## src/apf_pkg.sv

```systemverilog
package apf_pkg;

  // Register byte offsets on the AXI4-Lite slave.
  localparam logic [7:0] APF_OFS_PIN_SELECT = 8'h00;
  localparam logic [7:0] APF_OFS_PIN_DIR    = 8'h04;
  localparam logic [7:0] APF_OFS_PIN_LEVEL  = 8'h08;
  localparam logic [7:0] APF_OFS_COMMON     = 8'h0c;
  localparam logic [7:0] APF_OFS_STATUS     = 8'h10;
  localparam logic [7:0] APF_OFS_TX_CTRL    = 8'h14;
  localparam logic [7:0] APF_OFS_RX_CTRL    = 8'h18;

  // Widths of the port and of the section enables.
  localparam int APF_PINS  = 12;
  localparam int APF_TX_CH = 6;
  localparam int APF_RX_CH = 4;

  // Pin positions of the three serial flags.
  localparam int APF_PIN_BITCLK = 0;
  localparam int APF_PIN_FSYNC  = 1;
  localparam int APF_PIN_FAST   = 2;

  // Field positions in the common control register.
  localparam int APF_CMN_OFLAG_LSB = 0;
  localparam int APF_CMN_SHARED    = 3;
  localparam int APF_CMN_TXBUF_SEL = 4;

  // Field positions in the transmit control register.
  localparam int APF_TXC_ON_LSB = 0;
  localparam int APF_TXC_RESET  = 6;

  // Field positions in the receive control register.
  localparam int APF_RXC_ON_LSB  = 0;
  localparam int APF_RXC_RESET   = 4;
  localparam int APF_RXC_BCK_DIR = 5;
  localparam int APF_RXC_FS_DIR  = 6;
  localparam int APF_RXC_FCK_DIR = 7;

  // Field positions in the status register.
  localparam int APF_STS_IFLAG_LSB = 0;
  localparam int APF_STS_TX_EMPTY  = 3;
  localparam int APF_STS_TX_RST    = 4;
  localparam int APF_STS_RX_RST    = 5;
  localparam int APF_STS_RX_LIVE   = 6;
  localparam int APF_STS_CLK_RUN   = 7;

  // Values after reset.
  localparam logic [11:0] APF_RST_PINS = 12'h000;
  localparam logic [7:0]  APF_RST_CTRL = 8'h00;

  // AXI responses.
  localparam logic [1:0] APF_RESP_OKAY   = 2'h0;
  localparam logic [1:0] APF_RESP_SLVERR = 2'h2;

  // The three serial flags, one bit per flag pin.
  typedef struct packed {
    logic fast;
    logic fsync;
    logic bitclk;
  } apf_flags_type;

  // One port's worth of drive: level and enable, per pin.
  typedef struct packed {
    logic [11:0] level;
    logic [11:0] oe;
  } apf_drive_type;

endpackage

```

## src/apf_gpio.sv

```systemverilog
// Behaviour
// - Three receive pins act as flags only while shared timing is set.
// - Bit clock flag direction follows its direction bit: one out, zero in.
// - Frame sync flag only without buffer-enable use; direction from its bit.
// - Fast clock flag direction follows its direction bit: one out, zero in.
// - Input flags latch at the first receive bit and hold until the next.
// - Latched input flags move to status bits when the receive word lands.
// - Output flags drive pins from control bits when transmit data loads.
// - Per pin, direction and control bits select off, input, output, serial.
// - Hardware and software reset clear pin select and pin direction.
// - A general input pin reads back its present level.
// - A general output pin drives its written data bit.
// - A disconnected pin's data bit is cleared by hardware reset but kept through software reset.
// - Select and direction both zero hold both sections in reset.
// - Each section reset bit resets only its own section.
// - Internal clocks and frame sync run once the port is enabled.
// - Receive only with a channel enabled and after a frame sync.
// - An enabled transmitter stays tri-stated until the next frame sync.
// - Configure with enables clear while in reset; no interrupts meanwhile.
// - Each pin swaps with the sibling port's same pin under its own bit.
// - Under shared timing the transmitter supplies clocks and frame sync.
module apf_gpio
  import apf_pkg::*;
(
  // Clock and reset.
  input  wire logic                  clk,
  input  wire logic                  arst_n,
  input  wire logic                  soft_rst,
  // AXI4-Lite write channels.
  input  wire logic [7:0]            s_axi_awaddr,
  input  wire logic                  s_axi_awvalid,
  output logic                       s_axi_awready,
  input  wire logic [31:0]           s_axi_wdata,
  input  wire logic [3:0]            s_axi_wstrb,
  input  wire logic                  s_axi_wvalid,
  output logic                       s_axi_wready,
  output logic [1:0]                 s_axi_bresp,
  output logic                       s_axi_bvalid,
  input  wire logic                  s_axi_bready,
  // AXI4-Lite read channels.
  input  wire logic [7:0]            s_axi_araddr,
  input  wire logic                  s_axi_arvalid,
  output logic                       s_axi_arready,
  output logic [31:0]                s_axi_rdata,
  output logic [1:0]                 s_axi_rresp,
  output logic                       s_axi_rvalid,
  input  wire logic                  s_axi_rready,
  // Serial core events and status.
  input  wire logic                  rx_first_bit,
  input  wire logic                  rx_word_done,
  input  wire logic                  tx_word_load,
  input  wire logic                  tx_frame_sync,
  input  wire logic                  rx_frame_sync,
  input  wire logic                  tx_empty_flag,
  input  wire apf_pkg::apf_drive_type ser_drive,
  // Section control toward the serial core.
  output logic                       tx_rst,
  output logic                       rx_rst,
  output logic                       clkgen_run,
  output logic                       rx_capture_en,
  output logic [5:0]                 tx_drive_en,
  output logic                       irq_allow,
  output logic [11:0]                ser_in_level,
  // Own pads.
  input  wire logic [11:0]           pad_in,
  output apf_pkg::apf_drive_type     pad_drive,
  // Sibling port pairing.
  input  wire logic [11:0]           pin_swap,
  input  wire logic [11:0]           sib_pad_in,
  input  wire apf_pkg::apf_drive_type sib_drive,
  output apf_pkg::apf_drive_type     sib_pad_drive,
  output logic [11:0]                sib_in_level
);
  import apf_pkg::*;

  // Software-visible control state.
  logic [11:0]   pin_sel_reg;
  logic [11:0]   pin_dir_reg;
  logic [11:0]   pin_lvl_reg;
  logic [7:0]    common_reg;
  logic [7:0]    tx_ctrl_reg;
  logic [7:0]    rx_ctrl_reg;
  // Flag double buffers.
  apf_flags_type in_latch_reg;
  apf_flags_type in_flag_reg;
  apf_flags_type out_drv_reg;
  // Bus handshake state.
  logic          wr_take;
  logic          rd_take;
  logic [31:0]   rd_next;
  logic          rd_hit;
  logic          wr_hit;

  // Merge the write strobes into a register image.
  function automatic logic [31:0] apf_merge(input logic [31:0] old,
                                            input logic [31:0] wd,
                                            input logic [3:0]  strb);
    logic [31:0] res;
    res = old;
    for (int b = 0; b < 4; b++) begin
      if (strb[b]) begin
        res[8*b +: 8] = wd[8*b +: 8];
      end
    end
    return res;
  endfunction

  // Known register offsets; anything else is answered with an error.
  function automatic logic apf_mapped(input logic [7:0] a);
    return (a == APF_OFS_PIN_SELECT) || (a == APF_OFS_PIN_DIR) ||
           (a == APF_OFS_PIN_LEVEL) || (a == APF_OFS_COMMON) ||
           (a == APF_OFS_STATUS) || (a == APF_OFS_TX_CTRL) ||
           (a == APF_OFS_RX_CTRL);
  endfunction

  // Port-wide reset, shared timing and flag pin enables.
  logic port_idle;
  logic shared_timing;
  logic flag_on_bck;
  logic flag_on_fs;
  logic flag_on_fck;
  logic rx_fs_eff;
  assign port_idle = (pin_sel_reg == APF_RST_PINS) &&
                     (pin_dir_reg == APF_RST_PINS);
  assign shared_timing = common_reg[APF_CMN_SHARED];
  assign flag_on_bck = shared_timing;
  assign flag_on_fs  = shared_timing &&
                       !common_reg[APF_CMN_TXBUF_SEL];
  assign flag_on_fck = shared_timing;
  // With shared timing the receiver follows the transmit frame sync.
  assign rx_fs_eff = shared_timing ? tx_frame_sync : rx_frame_sync;

  // Pad view as seen by this port after the swap.
  logic [11:0] my_in;
  assign my_in = (pin_swap & sib_pad_in) | (~pin_swap & pad_in);

  // The write is taken once both address and data are offered.
  assign wr_take = s_axi_awvalid && s_axi_wvalid && s_axi_awready &&
                   s_axi_wready;
  assign rd_take = s_axi_arvalid && s_axi_arready;
  assign wr_hit  = apf_mapped(s_axi_awaddr);
  assign rd_hit  = apf_mapped(s_axi_araddr);

  // Write channel handshake: ready for one cycle, then the response.
  always_ff @(posedge clk or negedge arst_n) begin
    if (!arst_n) begin
      s_axi_awready <= 1'b0;
      s_axi_wready  <= 1'b0;
      s_axi_bvalid  <= 1'b0;
      s_axi_bresp   <= APF_RESP_OKAY;
    end else begin
      s_axi_awready <= s_axi_awvalid && s_axi_wvalid && !s_axi_awready &&
                       !s_axi_bvalid;
      s_axi_wready  <= s_axi_awvalid && s_axi_wvalid && !s_axi_awready &&
                       !s_axi_bvalid;
      if (wr_take) begin
        s_axi_bvalid <= 1'b1;
        s_axi_bresp  <= wr_hit ? APF_RESP_OKAY : APF_RESP_SLVERR;
      end else if (s_axi_bready) begin
        s_axi_bvalid <= 1'b0;
      end
    end
  end

  // Pin select and direction; both resets clear them.
  always_ff @(posedge clk or negedge arst_n) begin
    if (!arst_n) begin
      pin_sel_reg <= APF_RST_PINS;
      pin_dir_reg <= APF_RST_PINS;
    end else if (soft_rst) begin
      pin_sel_reg <= APF_RST_PINS;
      pin_dir_reg <= APF_RST_PINS;
    end else if (wr_take && s_axi_awaddr == APF_OFS_PIN_SELECT) begin
      pin_sel_reg <= 12'(apf_merge({20'h0, pin_sel_reg}, s_axi_wdata,
                                   s_axi_wstrb));
    end else if (wr_take && s_axi_awaddr == APF_OFS_PIN_DIR) begin
      pin_dir_reg <= 12'(apf_merge({20'h0, pin_dir_reg}, s_axi_wdata,
                                   s_axi_wstrb));
    end
  end

  // Pin data is kept through a software reset so disconnected bits stay
  // untouched; only the power-on reset gives them a known start.
  always_ff @(posedge clk or negedge arst_n) begin
    if (!arst_n) begin
      pin_lvl_reg <= APF_RST_PINS;
    end else if (wr_take && s_axi_awaddr == APF_OFS_PIN_LEVEL) begin
      pin_lvl_reg <= 12'(apf_merge({20'h0, pin_lvl_reg}, s_axi_wdata,
                                   s_axi_wstrb));
    end
  end

  // Common, transmit and receive control registers.
  always_ff @(posedge clk or negedge arst_n) begin
    if (!arst_n) begin
      common_reg  <= APF_RST_CTRL;
      tx_ctrl_reg <= APF_RST_CTRL;
      rx_ctrl_reg <= APF_RST_CTRL;
    end else if (wr_take) begin
      if (s_axi_awaddr == APF_OFS_COMMON) begin
        common_reg <= 8'(apf_merge({24'h0, common_reg}, s_axi_wdata,
                                   s_axi_wstrb));
      end else if (s_axi_awaddr == APF_OFS_TX_CTRL) begin
        tx_ctrl_reg <= 8'(apf_merge({24'h0, tx_ctrl_reg}, s_axi_wdata,
                                    s_axi_wstrb));
      end else if (s_axi_awaddr == APF_OFS_RX_CTRL) begin
        rx_ctrl_reg <= 8'(apf_merge({24'h0, rx_ctrl_reg}, s_axi_wdata,
                                    s_axi_wstrb));
      end
    end
  end

  // Read data mux; input pins return the live pad level.
  always_comb begin
    rd_next = 32'h0;
    if (s_axi_araddr == APF_OFS_PIN_SELECT) begin
      rd_next[11:0] = pin_sel_reg;
    end else if (s_axi_araddr == APF_OFS_PIN_DIR) begin
      rd_next[11:0] = pin_dir_reg;
    end else if (s_axi_araddr == APF_OFS_PIN_LEVEL) begin
      rd_next[11:0] = (~pin_dir_reg & pin_sel_reg & my_in) |
                      ~(~pin_dir_reg & pin_sel_reg) & pin_lvl_reg;
    end else if (s_axi_araddr == APF_OFS_COMMON) begin
      rd_next[7:0] = common_reg;
    end else if (s_axi_araddr == APF_OFS_STATUS) begin
      rd_next[APF_STS_IFLAG_LSB +: 3] = in_flag_reg;
      rd_next[APF_STS_TX_EMPTY] = tx_empty_flag;
      rd_next[APF_STS_TX_RST]   = tx_rst;
      rd_next[APF_STS_RX_RST]   = rx_rst;
      rd_next[APF_STS_RX_LIVE]  = rx_capture_en;
      rd_next[APF_STS_CLK_RUN]  = clkgen_run;
    end else if (s_axi_araddr == APF_OFS_TX_CTRL) begin
      rd_next[7:0] = tx_ctrl_reg;
    end else if (s_axi_araddr == APF_OFS_RX_CTRL) begin
      rd_next[7:0] = rx_ctrl_reg;
    end
  end

  // Read channel handshake: one cycle of ready, data on the next edge.
  always_ff @(posedge clk or negedge arst_n) begin
    if (!arst_n) begin
      s_axi_arready <= 1'b0;
      s_axi_rvalid  <= 1'b0;
      s_axi_rdata   <= 32'h0;
      s_axi_rresp   <= APF_RESP_OKAY;
    end else begin
      s_axi_arready <= s_axi_arvalid && !s_axi_arready && !s_axi_rvalid;
      if (rd_take) begin
        s_axi_rvalid <= 1'b1;
        s_axi_rdata  <= rd_next;
        s_axi_rresp  <= rd_hit ? APF_RESP_OKAY : APF_RESP_SLVERR;
      end else if (s_axi_rready) begin
        s_axi_rvalid <= 1'b0;
      end
    end
  end

  // Section resets, clock run and interrupt permission.
  always_ff @(posedge clk or negedge arst_n) begin
    if (!arst_n) begin
      tx_rst     <= 1'b1;
      rx_rst     <= 1'b1;
      clkgen_run <= 1'b0;
      irq_allow  <= 1'b0;
    end else begin
      tx_rst     <= port_idle || tx_ctrl_reg[APF_TXC_RESET];
      rx_rst     <= port_idle || rx_ctrl_reg[APF_RXC_RESET];
      clkgen_run <= !port_idle;
      irq_allow  <= !port_idle;
    end
  end

  // Receiver arms on the first frame sync after a channel is enabled.
  always_ff @(posedge clk or negedge arst_n) begin
    if (!arst_n) begin
      rx_capture_en <= 1'b0;
    end else begin
      if (rx_rst || rx_ctrl_reg[APF_RXC_ON_LSB +: APF_RX_CH] == 4'h0) begin
        rx_capture_en <= 1'b0;
      end else if (rx_fs_eff) begin
        rx_capture_en <= 1'b1;
      end
    end
  end

  // Each transmitter stays tri-stated until a frame sync follows its enable.
  always_ff @(posedge clk or negedge arst_n) begin
    if (!arst_n) begin
      tx_drive_en <= 6'h00;
    end else begin
      for (int k = 0; k < APF_TX_CH; k++) begin
        if (tx_rst || !tx_ctrl_reg[APF_TXC_ON_LSB + k]) begin
          tx_drive_en[k] <= 1'b0;
        end else if (tx_frame_sync) begin
          tx_drive_en[k] <= 1'b1;
        end
      end
    end
  end

  // Input flags: latch on the first received bit, publish on word landing.
  always_ff @(posedge clk or negedge arst_n) begin
    if (!arst_n) begin
      in_latch_reg <= '0;
      in_flag_reg  <= '0;
    end else if (rx_rst) begin
      in_latch_reg <= '0;
      in_flag_reg  <= '0;
    end else begin
      if (rx_first_bit) begin
        in_latch_reg.bitclk <= my_in[APF_PIN_BITCLK];
        in_latch_reg.fsync  <= my_in[APF_PIN_FSYNC];
        in_latch_reg.fast   <= my_in[APF_PIN_FAST];
      end
      if (rx_word_done) begin
        in_flag_reg <= in_latch_reg;
      end
    end
  end

  // Output flags follow the control bits only when transmit data loads,
  // so software may rewrite them for the next word without a glitch.
  always_ff @(posedge clk or negedge arst_n) begin
    if (!arst_n) begin
      out_drv_reg <= '0;
    end else if (tx_rst) begin
      out_drv_reg <= '0;
    end else if (tx_word_load) begin
      out_drv_reg <= common_reg[APF_CMN_OFLAG_LSB +: 3];
    end
  end

  // Per-pin function selection ahead of the swap.
  apf_drive_type my_drive;
  logic [2:0]    flag_on;
  logic [2:0]    flag_dir;
  logic [2:0]    flag_out;
  always_comb begin
    flag_on  = {flag_on_fck, flag_on_fs, flag_on_bck};
    flag_dir = {rx_ctrl_reg[APF_RXC_FCK_DIR],
                rx_ctrl_reg[APF_RXC_FS_DIR],
                rx_ctrl_reg[APF_RXC_BCK_DIR]};
    flag_out = out_drv_reg;
    my_drive = '0;
    for (int i = 0; i < APF_PINS; i++) begin
      case ({pin_dir_reg[i], pin_sel_reg[i]})
        2'b10: begin
          my_drive.oe[i]    = 1'b1;
          my_drive.level[i] = pin_lvl_reg[i];
        end
        2'b11: begin
          if (i < 3 && flag_on[i]) begin
            my_drive.oe[i]    = flag_dir[i];
            my_drive.level[i] = flag_out[i];
          end else begin
            my_drive.oe[i]    = ser_drive.oe[i];
            my_drive.level[i] = ser_drive.level[i];
          end
        end
        default: begin
          my_drive.oe[i]    = 1'b0;
          my_drive.level[i] = 1'b0;
        end
      endcase
    end
  end

  // Pad routing with the sibling; one flop keeps every output registered.
  always_ff @(posedge clk or negedge arst_n) begin
    if (!arst_n) begin
      pad_drive     <= '0;
      sib_pad_drive <= '0;
      sib_in_level  <= 12'h000;
      ser_in_level  <= 12'h000;
    end else begin
      pad_drive.oe     <= (pin_swap & sib_drive.oe) |
                          (~pin_swap & my_drive.oe);
      pad_drive.level  <= (pin_swap & sib_drive.level) |
                          (~pin_swap & my_drive.level);
      sib_pad_drive.oe    <= pin_swap & my_drive.oe;
      sib_pad_drive.level <= pin_swap & my_drive.level;
      sib_in_level <= pin_swap & pad_in;
      ser_in_level <= my_in & pin_sel_reg & pin_dir_reg;
    end
  end
endmodule

```

## config.mk

```make
export PLATFORM = sky130hd
export DESIGN_NAME = apf_gpio
export DESIGN_NICKNAME = d
export VERILOG_FILES = /design/src/apf_pkg.sv /design/src/apf_gpio.sv
export SDC_FILE = /design/constraint.sdc
export NUM_CORES = 1
export LEC_CHECK = 0
export ABC_AREA = 1
export BUFFER_PORTS_ARGS = -buffer_cell sky130_fd_sc_hd__buf_2
export CAP_MARGIN = 15
export CORE_ASPECT_RATIO = 1.5
export CORE_UTILIZATION = 45
export DETAILED_ROUTE_END_ITERATION = 10
export GPL_ROUTABILITY_DRIVEN = 0
export PLACE_DENSITY = 0.76
export SLEW_MARGIN = 20
export SYNTH_ARGS = -nofsm -noshare
export SYNTH_HDL_FRONTEND = slang
export SYNTH_SLANG_ARGS = --single-unit
```

## constraint.sdc

```tcl
create_clock -name clk -period 1.3 [get_ports clk]
set_input_delay 0.065 -clock clk [delete_from_list [all_inputs] [get_ports clk]]
set_output_delay 0.065 -clock clk [all_outputs]
set_load 0.03 [all_outputs]
```

Yosys cells after proc, flatten, opt, wreduce, memory -nomap -nowiden
Index checks and enable logic that the tools add are counted.
{ "totals": {"register_bits": 171, "in_bits": 150, "output_inout_bits": 124, "word_cells": 244} }
{ "op_classes": {"n_eq_ne": 37, "mux": 67, "bitwise": 23, "reduce_logical": 76} }
{ "ops": {"columns": ["operator", "count"], "rows": [
  ["12-bit AND", 14],
  ["12-bit 2-to-1 mux", 7],
  ["2-bit == test (second input constant)", 24],
  ["8-bit by 5-bit == test with 1-bit output (second input constant)", 6],
  ["8-bit 2-to-1 mux", 6],
  ["12-bit bitwise OR", 4],
  ["1-bit one-hot mux with 2 select lines", 24],
  ["12-bit NOT", 3],
  ["8-bit by 4-bit == test with 1-bit output (second input constant)", 4],
  ["2-bit nonzero test", 16],
  ["12-bit logical NOT", 2],
  ["1-bit logical OR", 21],
  ["1-bit 2-to-1 mux", 20],
  ["3-bit 2-to-1 mux", 6],
  ["8-bit by 3-bit == test with 1-bit output (second input constant)", 2],
  ["8-bit logical NOT", 2],
  ["1-bit logical AND", 13],
  ["1-bit logical NOT", 12],
  ["3-bit AND reduction", 3],
  ["4-bit 2-to-1 mux", 2],
  ["2-bit AND reduction", 4],
  ["5-bit AND reduction", 1],
  ["4-bit logical NOT", 1],
  ["2-bit 2-to-1 mux", 2],
  ["other kinds (3)", 4]
]} }

Logic depth before layout (Yosys ltp)
Gate-level depths: netlist of run 1.
{ "logic_depth": {"word_depth": 8, "ltp_mapped": 10, "ltp_nobuf": 9} }

Worst setup path after synthesis of run 1
Ideal clock, no wire load.
{ "synth_path": {"path_kind": "reg-to-reg", "startpoint": "register s_axi_wready", "endpoint": "register pin_dir_reg[5]", "setup_ns": 0.119, "t_arrival_ns": 1.413, "t_required_ns": 1.181, "path_slack_ns": -0.232, "stages_incl_launch_ff": 9, "path_buffers": 1, "period_less_slack_ns": 1.532, "path_cell_list": "dfrtp_1 > nand3_2 > inv_2 > nand3_2 > o21ai_2 > nand2_2 > buf_6 > nand2_1 > o21ai_2"} }
{ "synth_via": {"elab_chain_len": 5, "word_cells_on_any_way": 7, "classes_between": "eq/ne (1); reduce/logical (6)"} }
{ "synth_lines": {"columns": ["item", "line", "rtl"], "rows": [
  ["start: declaration", "apf_gpio.sv:36", "output logic s_axi_wready,"],
  ["start signal: assignment", "apf_gpio.sv:154", "s_axi_wready <= s_axi_awvalid && s_axi_wvalid && !s_axi_awready &&"],
  ["1-bit logical AND", null, null],
  ["1-bit logical AND (*)", "apf_gpio.sv:138", "assign wr_take = s_axi_awvalid && s_axi_wvalid && s_axi_awready &&"],
  ["1-bit logical AND (on tied branches)", "apf_gpio.sv:173, apf_gpio.sv:176", null],
  ["2-bit inequality test (no line) / 2-bit nonzero test (equally long branches)", null, null],
  ["3-bit AND reduction (no line) (*)", null, null],
  ["end signal: assignment", "apf_gpio.sv:177", "pin_dir_reg <= 12'(apf_merge({20'h0, pin_dir_reg}, s_axi_wdata,"],
  ["end: declaration", "apf_gpio.sv:78", "logic [11:0] pin_dir_reg;"]
]} }
Every way passes the cells marked *; elsewhere a longest branch is shown, timed or not.
A chain may end at the register's enable or synchronous reset.

Final worst setup path of run 1
{ "layout_path": {"startpoint": "register s_axi_wready", "endpoint": "register pin_dir_reg[3]"} }
The elaborated chain is that of the path after synthesis.

==> results of run 1 <==
## layout make-up
cell class | count | area [sq um] | area share
inverters | 107 | 404 | 0.0344
clock buffers | 17 | 425 | 0.0362
clock inverters | 15 | 183 | 0.0156
flip-flops and latches | 169 | 4240 | 0.361
well taps | 210 | 263 | 0.0224
diodes | 3 | 7.51 | 0.000639
multi-input cells | 616 | 3180 | 0.271
repair buffers | 417 | 3040 | 0.259
## where the power goes
part | switching [mW] | internal [mW]
Combinational | 1.43 | 0.968
Clock | 2.34 | 2.92
Sequential | 0.146 | 5.51
Total | 3.92 | 9.39
## worst paths after layout
check	from	endpoint	slack (ns)
max in group asynchronous	arst_n	tx_rst	0.66
hold / removal	sib_pad_in[6]	ser_in_level[6]	0.007
hold reg to reg	s_axi_bvalid	s_axi_wready	0.47
min in group asynchronous	arst_n	s_axi_wready	0.04
setup / recovery	s_axi_wready	pin_dir_reg[3]	-0.08
setup reg to reg	s_axi_wready	pin_dir_reg[3]	-0.08
## kinds of logic after synthesis
family	count (synthesis)	share of synthesized area
other cells	1	0.000483
compound gates	178	0.132
flops	169	0.545
simple gates	413	0.230
mux	1	0.00129
buf+inv	147	0.0907
## synth_stat cells
master / number / area share
nor3_2: 3 / 0.0039
o21ai_1: 21 / 0.014
a211oi_1: 1 / 0.00097
or2_2: 12 / 0.0097
buf_6: 7 / 0.010
nor2_1: 100 / 0.048
buf_4: 26 / 0.025
nand2_2: 7 / 0.0056
a21oi_1: 21 / 0.014
inv_1: 102 / 0.049
nand2_1: 222 / 0.11
dfrtp_1: 167 / 0.54
o211ai_1: 8 / 0.0077
dfstp_2: 2 / 0.0068
and2_1: 1 / 0.00081
nand3_1: 37 / 0.024
nor2_2: 1 / 0.00081
clkbuf_1: 5 / 0.0024
nand4_1: 12 / 0.0097
o21ai_2: 25 / 0.028
nor4_1: 4 / 0.0032
conb_1: 1 / 0.00048
a31oi_1: 1 / 0.00081
nor3_1: 4 / 0.0026
nand3_2: 5 / 0.0064
mux2i_1: 1 / 0.0013
nand3_4: 1 / 0.0023
o21ai_0: 91 / 0.059
inv_2: 5 / 0.0024
o2111ai_1: 2 / 0.0023
o22ai_1: 7 / 0.0056
buf_2: 2 / 0.0013
nor2_4: 4 / 0.0058
a32oi_1: 1 / 0.0011
## worst min-delay path: cells and delay by family
kind	cells	cell delay (ns)
AOI/OAI and AO/OA	1	0.11
buffers and inverters	2	0.13
and+or+nand+nor	2	0.09
## layer usage
metal	up-vias	part of all wire	global-route usage
li1	3740	-	-
met1	3844	0.37	0.316
met2	370	0.52	0.500
met3	100	0.064	0.0628
met4	0	0.049	0.152
met5	-	0	0
## timing repair
item | 4_1_cts | 5_1_grt
pin swaps | 1 | 12
cloned | 1 | 1
hold buffers | 123 | 2
resized for setup | 21 | 66
setup endpoints to repair | 38 | 68
setup buffers | 1 | 9
hold endpoints to repair | 283 | 2
==> summary.md, run 1 <==
| Metric | Value |
|---|---|
| Slew HR | 0.527 |
| Vias per cell | 5.18 |
| Final Total Pwr | 13.3 mW |
| Via count | 8054 |
| Peak Freq | 726 MHz |
| Most frequent cells in the layout | 225 x buf_2, 189 x nand2_1, 164 x dfrtp_1 |
| Failing checks | negative setup slack |
| Mapped cell area | 7770 sq um |
| Maximum fanout along the worst path | 16 |
| H-Tree Depth | 4 |
| Fin util | 0.697 |
| Final std cells w/o fill | 1554 |
| Status | complete, but fails checks |
| Global Route Usage Sum | 0.285 |
| Worst setup EP type | register |
| FILL cells | 1227 |
| CP max stage cell | dfrtp_2 |
| DRT iter0 DRCs | 458 |
| Final hold vios | 0 |
| Post-Place Cells | 1384 |
| Final wirelength | 25100 um |
| TritonCTS clock tree | yes |
| Max-cap violations | 0 |
| WL/cell | 16.2 um |
| Final setup vio count | 38 |
| Worst-Skew Late Latency | 0.43 ns |
| Area grow syn2layout | 51.2% |
| Commonest non-fill, non-tap cell in the layout | buf_2 |
| CTS Sinks | 169 |
| Final setup margin | -0.0780 ns |
| Setup TNS | -1.23 ns |
| Static leakage | 6.10 nW |
| Pin count of the biggest net entering global routing | 58 |
| # rows | 58 |
| Post-Syn Instances | 909 |
| Fin area | 11700 sq um |
| Ys Warns | 0 |
| # DRC | 0 |
| Initial Utilization | 0.461 |
| Chip Width | 109 um |
| Crit path launch type | register |
| HPWL after DPL | 15800 um |
| Gr ovfl total | 0 |
| Placed cell areas | 9520 sq um |
| Clock Tree Buf Depth | 2 |
| Setup Crit Path Kind | register to register |
| Max VDD drop | 812 uV |
| Vias in the first global route | 7951 |
| Required @ worst endpoint | 1.61 ns |
| Crit-path cells | nand3_4 > inv_4 > nand3_4 > o21ai_4 > nand2_2 > buf_12 > nand2_2 > o21ai_2 |
| Share of layout cells above drive strength 1 | 0.334 |
| Hold Crit Depth | 5 |
| ANT nets after route | 0 |
| CTS clk-pin slew, worst paths | 0.07 ns |
| Max incr delay on CP | 0.40 ns |
| Root Buffer | clkbuf_16 |
| Setup Skew | 0.0129 ns |
| Number of synthesized register bits | 169 |
| Pwr Density | 1130 nW/um^2 |
| Die area | 17800 sq um |
| Slew @ Worst Pin | 0.707 ns |
| Nets@finish | 1478 |
| Fin crit period | 1.38 ns |
| Die Y | 163 um |
| Crit path depth | 8 |
| Cell variety after synth | 34 |
| Fin crit share | 1.06 |
| Cell family with most CP delay | flip-flops |
| WP buf/inv | 2 |
| Arrival @ worst endpoint | 1.69 ns |
| Unrepaired setup endpoints after global routing | yes |
| Syn avg cell area | 8.54 sq um |
| Initial antenna violation count | 2 |
| Area of the core | 16800 sq um |
| Sequential area share after synthesis | 0.545 |
| Dpl ws | -0.104 ns |
| Fin Hold WS | 0.00742 ns |
| I/O pin count | 274 |
| R2R depth | 8 |
| Largest regs | pad_drive x24, sib_pad_drive x24 |
| First-pass GRT wire length | 38500 um |
| IO buf count | 229 |
| CTS Buf Count | 17 |
| Max Transition Viols Final | 0 |
| Worst Hold Class | primary input to register |
| DR pass1 iterations | 5 |
(Power assumes the default switching activity.)
==> run 2: changes to the inputs <==
Settings changed: CORE_UTILIZATION 45 to 47, CTS_BUF_LIST set to sky130_fd_sc_hd__clkbuf_2 sky130_fd_sc_hd__clkbuf_4 sky130_fd_sc_hd__clkbuf_8, PLACE_DENSITY 0.76 to 0.79.
==> run 2 against run 1 <==
Net effect: the flow still finishes with violations (negative setup slack); cell area down 0.23%; cell count up 1.0%; fmax down 3.6%; critical path depth unchanged; sequential cell count unchanged; count of clock-buffer cells in the layout up 1; clock power down 18%; via count up 2.1%; core utilization up 2.6 points; total power down 7.0%; critical path type unchanged; highest routed layer unchanged.
==> summary.md, run 2 (synthesis results as in run 1) <==
| Metric | Value |
|---|---|
| Clock share of power | 0.346 (was 0.395) |
| Clock Tree Buf Depth | 2 (unchanged) |
| Arrival @ worst endpoint | 1.79 ns (was 1.69 ns) |
| Met1 Usage GRT | 0.337 (was 0.316) |
| Fin crit period | 1.43 ns (was 1.38 ns) |
| CP max stage cell | dfrtp_2 (unchanged) |
| Pin count of the biggest net entering global routing | 48 (was 58) |
| Gr ovfl total | 0 (unchanged) |
| Slew @ Worst Pin | 0.725 ns (was 0.707 ns) |
| Final hold vios | 0 (unchanged) |
| Fin crit share | 1.10 (was 1.06) |
| Vias per cell | 5.24 (was 5.18) |
| Pwr Density | 1060 nW/um^2 (was 1130 nW/um^2) |
| Largest regs | pad_drive x24, sib_pad_drive x24 (unchanged) |
| Area of the core | 16200 sq um (was 16800 sq um) |
| Maximum fanout along the worst path | 16 (unchanged) |
| Failing checks | negative setup slack (unchanged) |
| Setup Crit Path Kind | register to register (unchanged) |
| Crit path launch type | register (unchanged) |
| Area grow syn2layout | 50.8% (was 51.2%) |
| Status | complete, but fails checks (unchanged) |
| Fin area | 11700 sq um (about the same) |
| Max incr delay on CP | 0.41 ns (was 0.40 ns) |
| TritonCTS clock tree | yes (unchanged) |
| ANT nets after route | 0 (unchanged) |
| DR pass1 iterations | 5 (unchanged) |
| Dpl ws | -0.159 ns (was -0.104 ns) |
| Combinational share of power | 0.197 (was 0.180) |
| Max-cap violations | 0 (unchanged) |
| Final setup vio count | 26 (was 38) |
| Worst setup EP type | register (unchanged) |
| Peak Freq | 700 MHz (was 726 MHz) |
| CTS Sinks | 169 (unchanged) |
| H-Tree Depth | 4 (unchanged) |
| WL/cell | 16.4 um (was 16.2 um) |
| Dominant cell type by count on the critical path | nand3_4 |
| GR peak layer | met2 (unchanged) |
| Setup Skew | 0.0218 ns (was 0.0129 ns) |
| Max VDD drop | 738 uV (was 812 uV) |
| Nets@finish | 1498 (was 1478) |
| Slew HR | 0.515 (was 0.527) |
| Worst-Skew Late Latency | 0.48 ns (was 0.43 ns) |
| Final Total Pwr | 12.4 mW (was 13.3 mW) |
| HPWL after DPL | 15500 um (was 15800 um) |
| Net switching power | 3.67 mW (was 3.92 mW) |
| Initial antenna violation count | 2 (unchanged) |
| Power Internal | 8.71 mW (was 9.39 mW) |
| Via count | 8222 (was 8054) |
| IO buf count | 229 (unchanged) |
| Initial Utilization | 0.480 (was 0.461) |
| Static leakage | 6.12 nW (was 6.10 nW) |
| DRT iter0 DRCs | 828 (was 458) |
| Die area | 17100 sq um (was 17800 sq um) |
| Placed cell areas | 9520 sq um (about the same) |
| Max Transition Viols Final | 0 (unchanged) |
| Final wirelength | 25800 um (was 25100 um) |
| # rows | 57 (was 58) |
| Final setup margin | -0.129 ns (was -0.0780 ns) |
| # DRC | 0 (unchanged) |
| Root Buffer | clkbuf_8 (was clkbuf_16) |
| First-pass GRT wire length | 39800 um (was 38500 um) |
| Setup TNS | -1.33 ns (was -1.23 ns) |
| Sw Ratio | 0.297 (was 0.294) |
| Worst Hold Class | primary input to register (unchanged) |
| Seq pwr share | 0.456 (was 0.425) |
| I/O pin count | 274 (unchanged) |
| CTS clk-pin slew, worst paths | 0.11 ns (was 0.07 ns) |
| Commonest non-fill, non-tap cell in the layout | buf_2 (unchanged) |
| Global Route Usage Sum | 0.303 (was 0.285) |
| Chip Width | 107 um (was 109 um) |
| CTS Buf Count | 17 (unchanged) |
| Required @ worst endpoint | 1.66 ns (was 1.61 ns) |
| Crit-path cells | nand3_4 > inv_4 > nand3_4 > o21ai_4 > nand2_2 > buf_12 > nand2_1 > o21ai_2 (was nand3_4 > inv_4 > nand3_4 > o21ai_4 > nand2_2 > buf_12 > nand2_2 > o21ai_2) |
| Post-Place Cells | 1381 (was 1384) |
| Met3 Resource Use GR | 0.0577 (was 0.0628) |
| Unrepaired setup endpoints after global routing | yes (unchanged) |
| Final std cells w/o fill | 1570 (was 1554) |
| Share of layout cells above drive strength 1 | 0.327 (was 0.334) |
| Most frequent cells in the layout | 224 x buf_2, 200 x nand2_1, 163 x dfrtp_1 (was 225 x buf_2, 189 x nand2_1, 164 x dfrtp_1) |
| Die Y | 159 um (was 163 um) |
| GR Util met2 | 0.525 (was 0.500) |
| Vias in the first global route | 8062 (was 7951) |
-- run 2: layer usage --
layer | wire length, um | part of all wire
met2 | 13400 | 0.52
met5 | 0 | 0
met3 | 1560 | 0.060
met4 | 1710 | 0.066
met1 | 9160 | 0.35
-- run 2: repair_timing --
item | 4_1_cts | 5_1_grt
endpoints found under the setup margin | 44 | 78
resized for setup | 24 | 59
buffers inserted | 4 | 11
hold buffers | 139 | 0
endpoints found under the hold margin | 310 | 0
gates cloned | 1 | 1
pin swaps | 1 | 12
-- run 2: power by group through the flow --
stage	logic (mW)	registers (mW)	clock network, mW
2_1_floorplan	0.727	6.05	0
3_3_place_gp	1.88	5.71	0
3_5_place_dp	1.91	5.72	0
4_1_cts	2.28	5.63	4.33
5_1_grt	2.64	5.67	4.55
6_report	2.44	5.65	4.29
-- run 2: area by class of cell --
cell class	instances	area [sq um]
tap	206	258
fill	1093	4480
inverter	107	407
clock inverter	14	213
clock buffer	18	248
sequential	169	4240
multi-input combinational	615	3110
timing repair buffer	438	3240
antenna	3	7.51
-- run 2: critical path: cells and delay by family (launching register included) --
kind | cells | cell delay, ns
flip-flops | 1 | 0.41
buffers and inverters | 2 | 0.24
AO/OA/AOI/OAI | 2 | 0.26
AND/OR/NAND/NOR | 4 | 0.39
-- run 2: final timing paths --
check                                  end           from  cells after the start  slack, ns
min in group asynchronous     pad_drive[3]         arst_n                      2       0.06
max reg2reg                 pin_dir_reg[0]   s_axi_wready                      8      -0.13
min                          pad_drive[13]  ser_drive[13]                      3      0.009
max in group asynchronous  pin_dir_reg[10]         arst_n                      3       0.61
max                         pin_dir_reg[0]   s_axi_wready                      8      -0.13
min reg2reg                   s_axi_wready   s_axi_bvalid                      1       0.46
-- run 2: metrics by stage --
stage / utilization / hold WS, ns
floorplan: - / -0.231
global placement: 0.588 / -0.00506
detailed placement: 0.588 / -0.00337
CTS: 0.709 / 0.000300
global route: 0.723 / 0.0156
finish: 0.723 / 0.00882
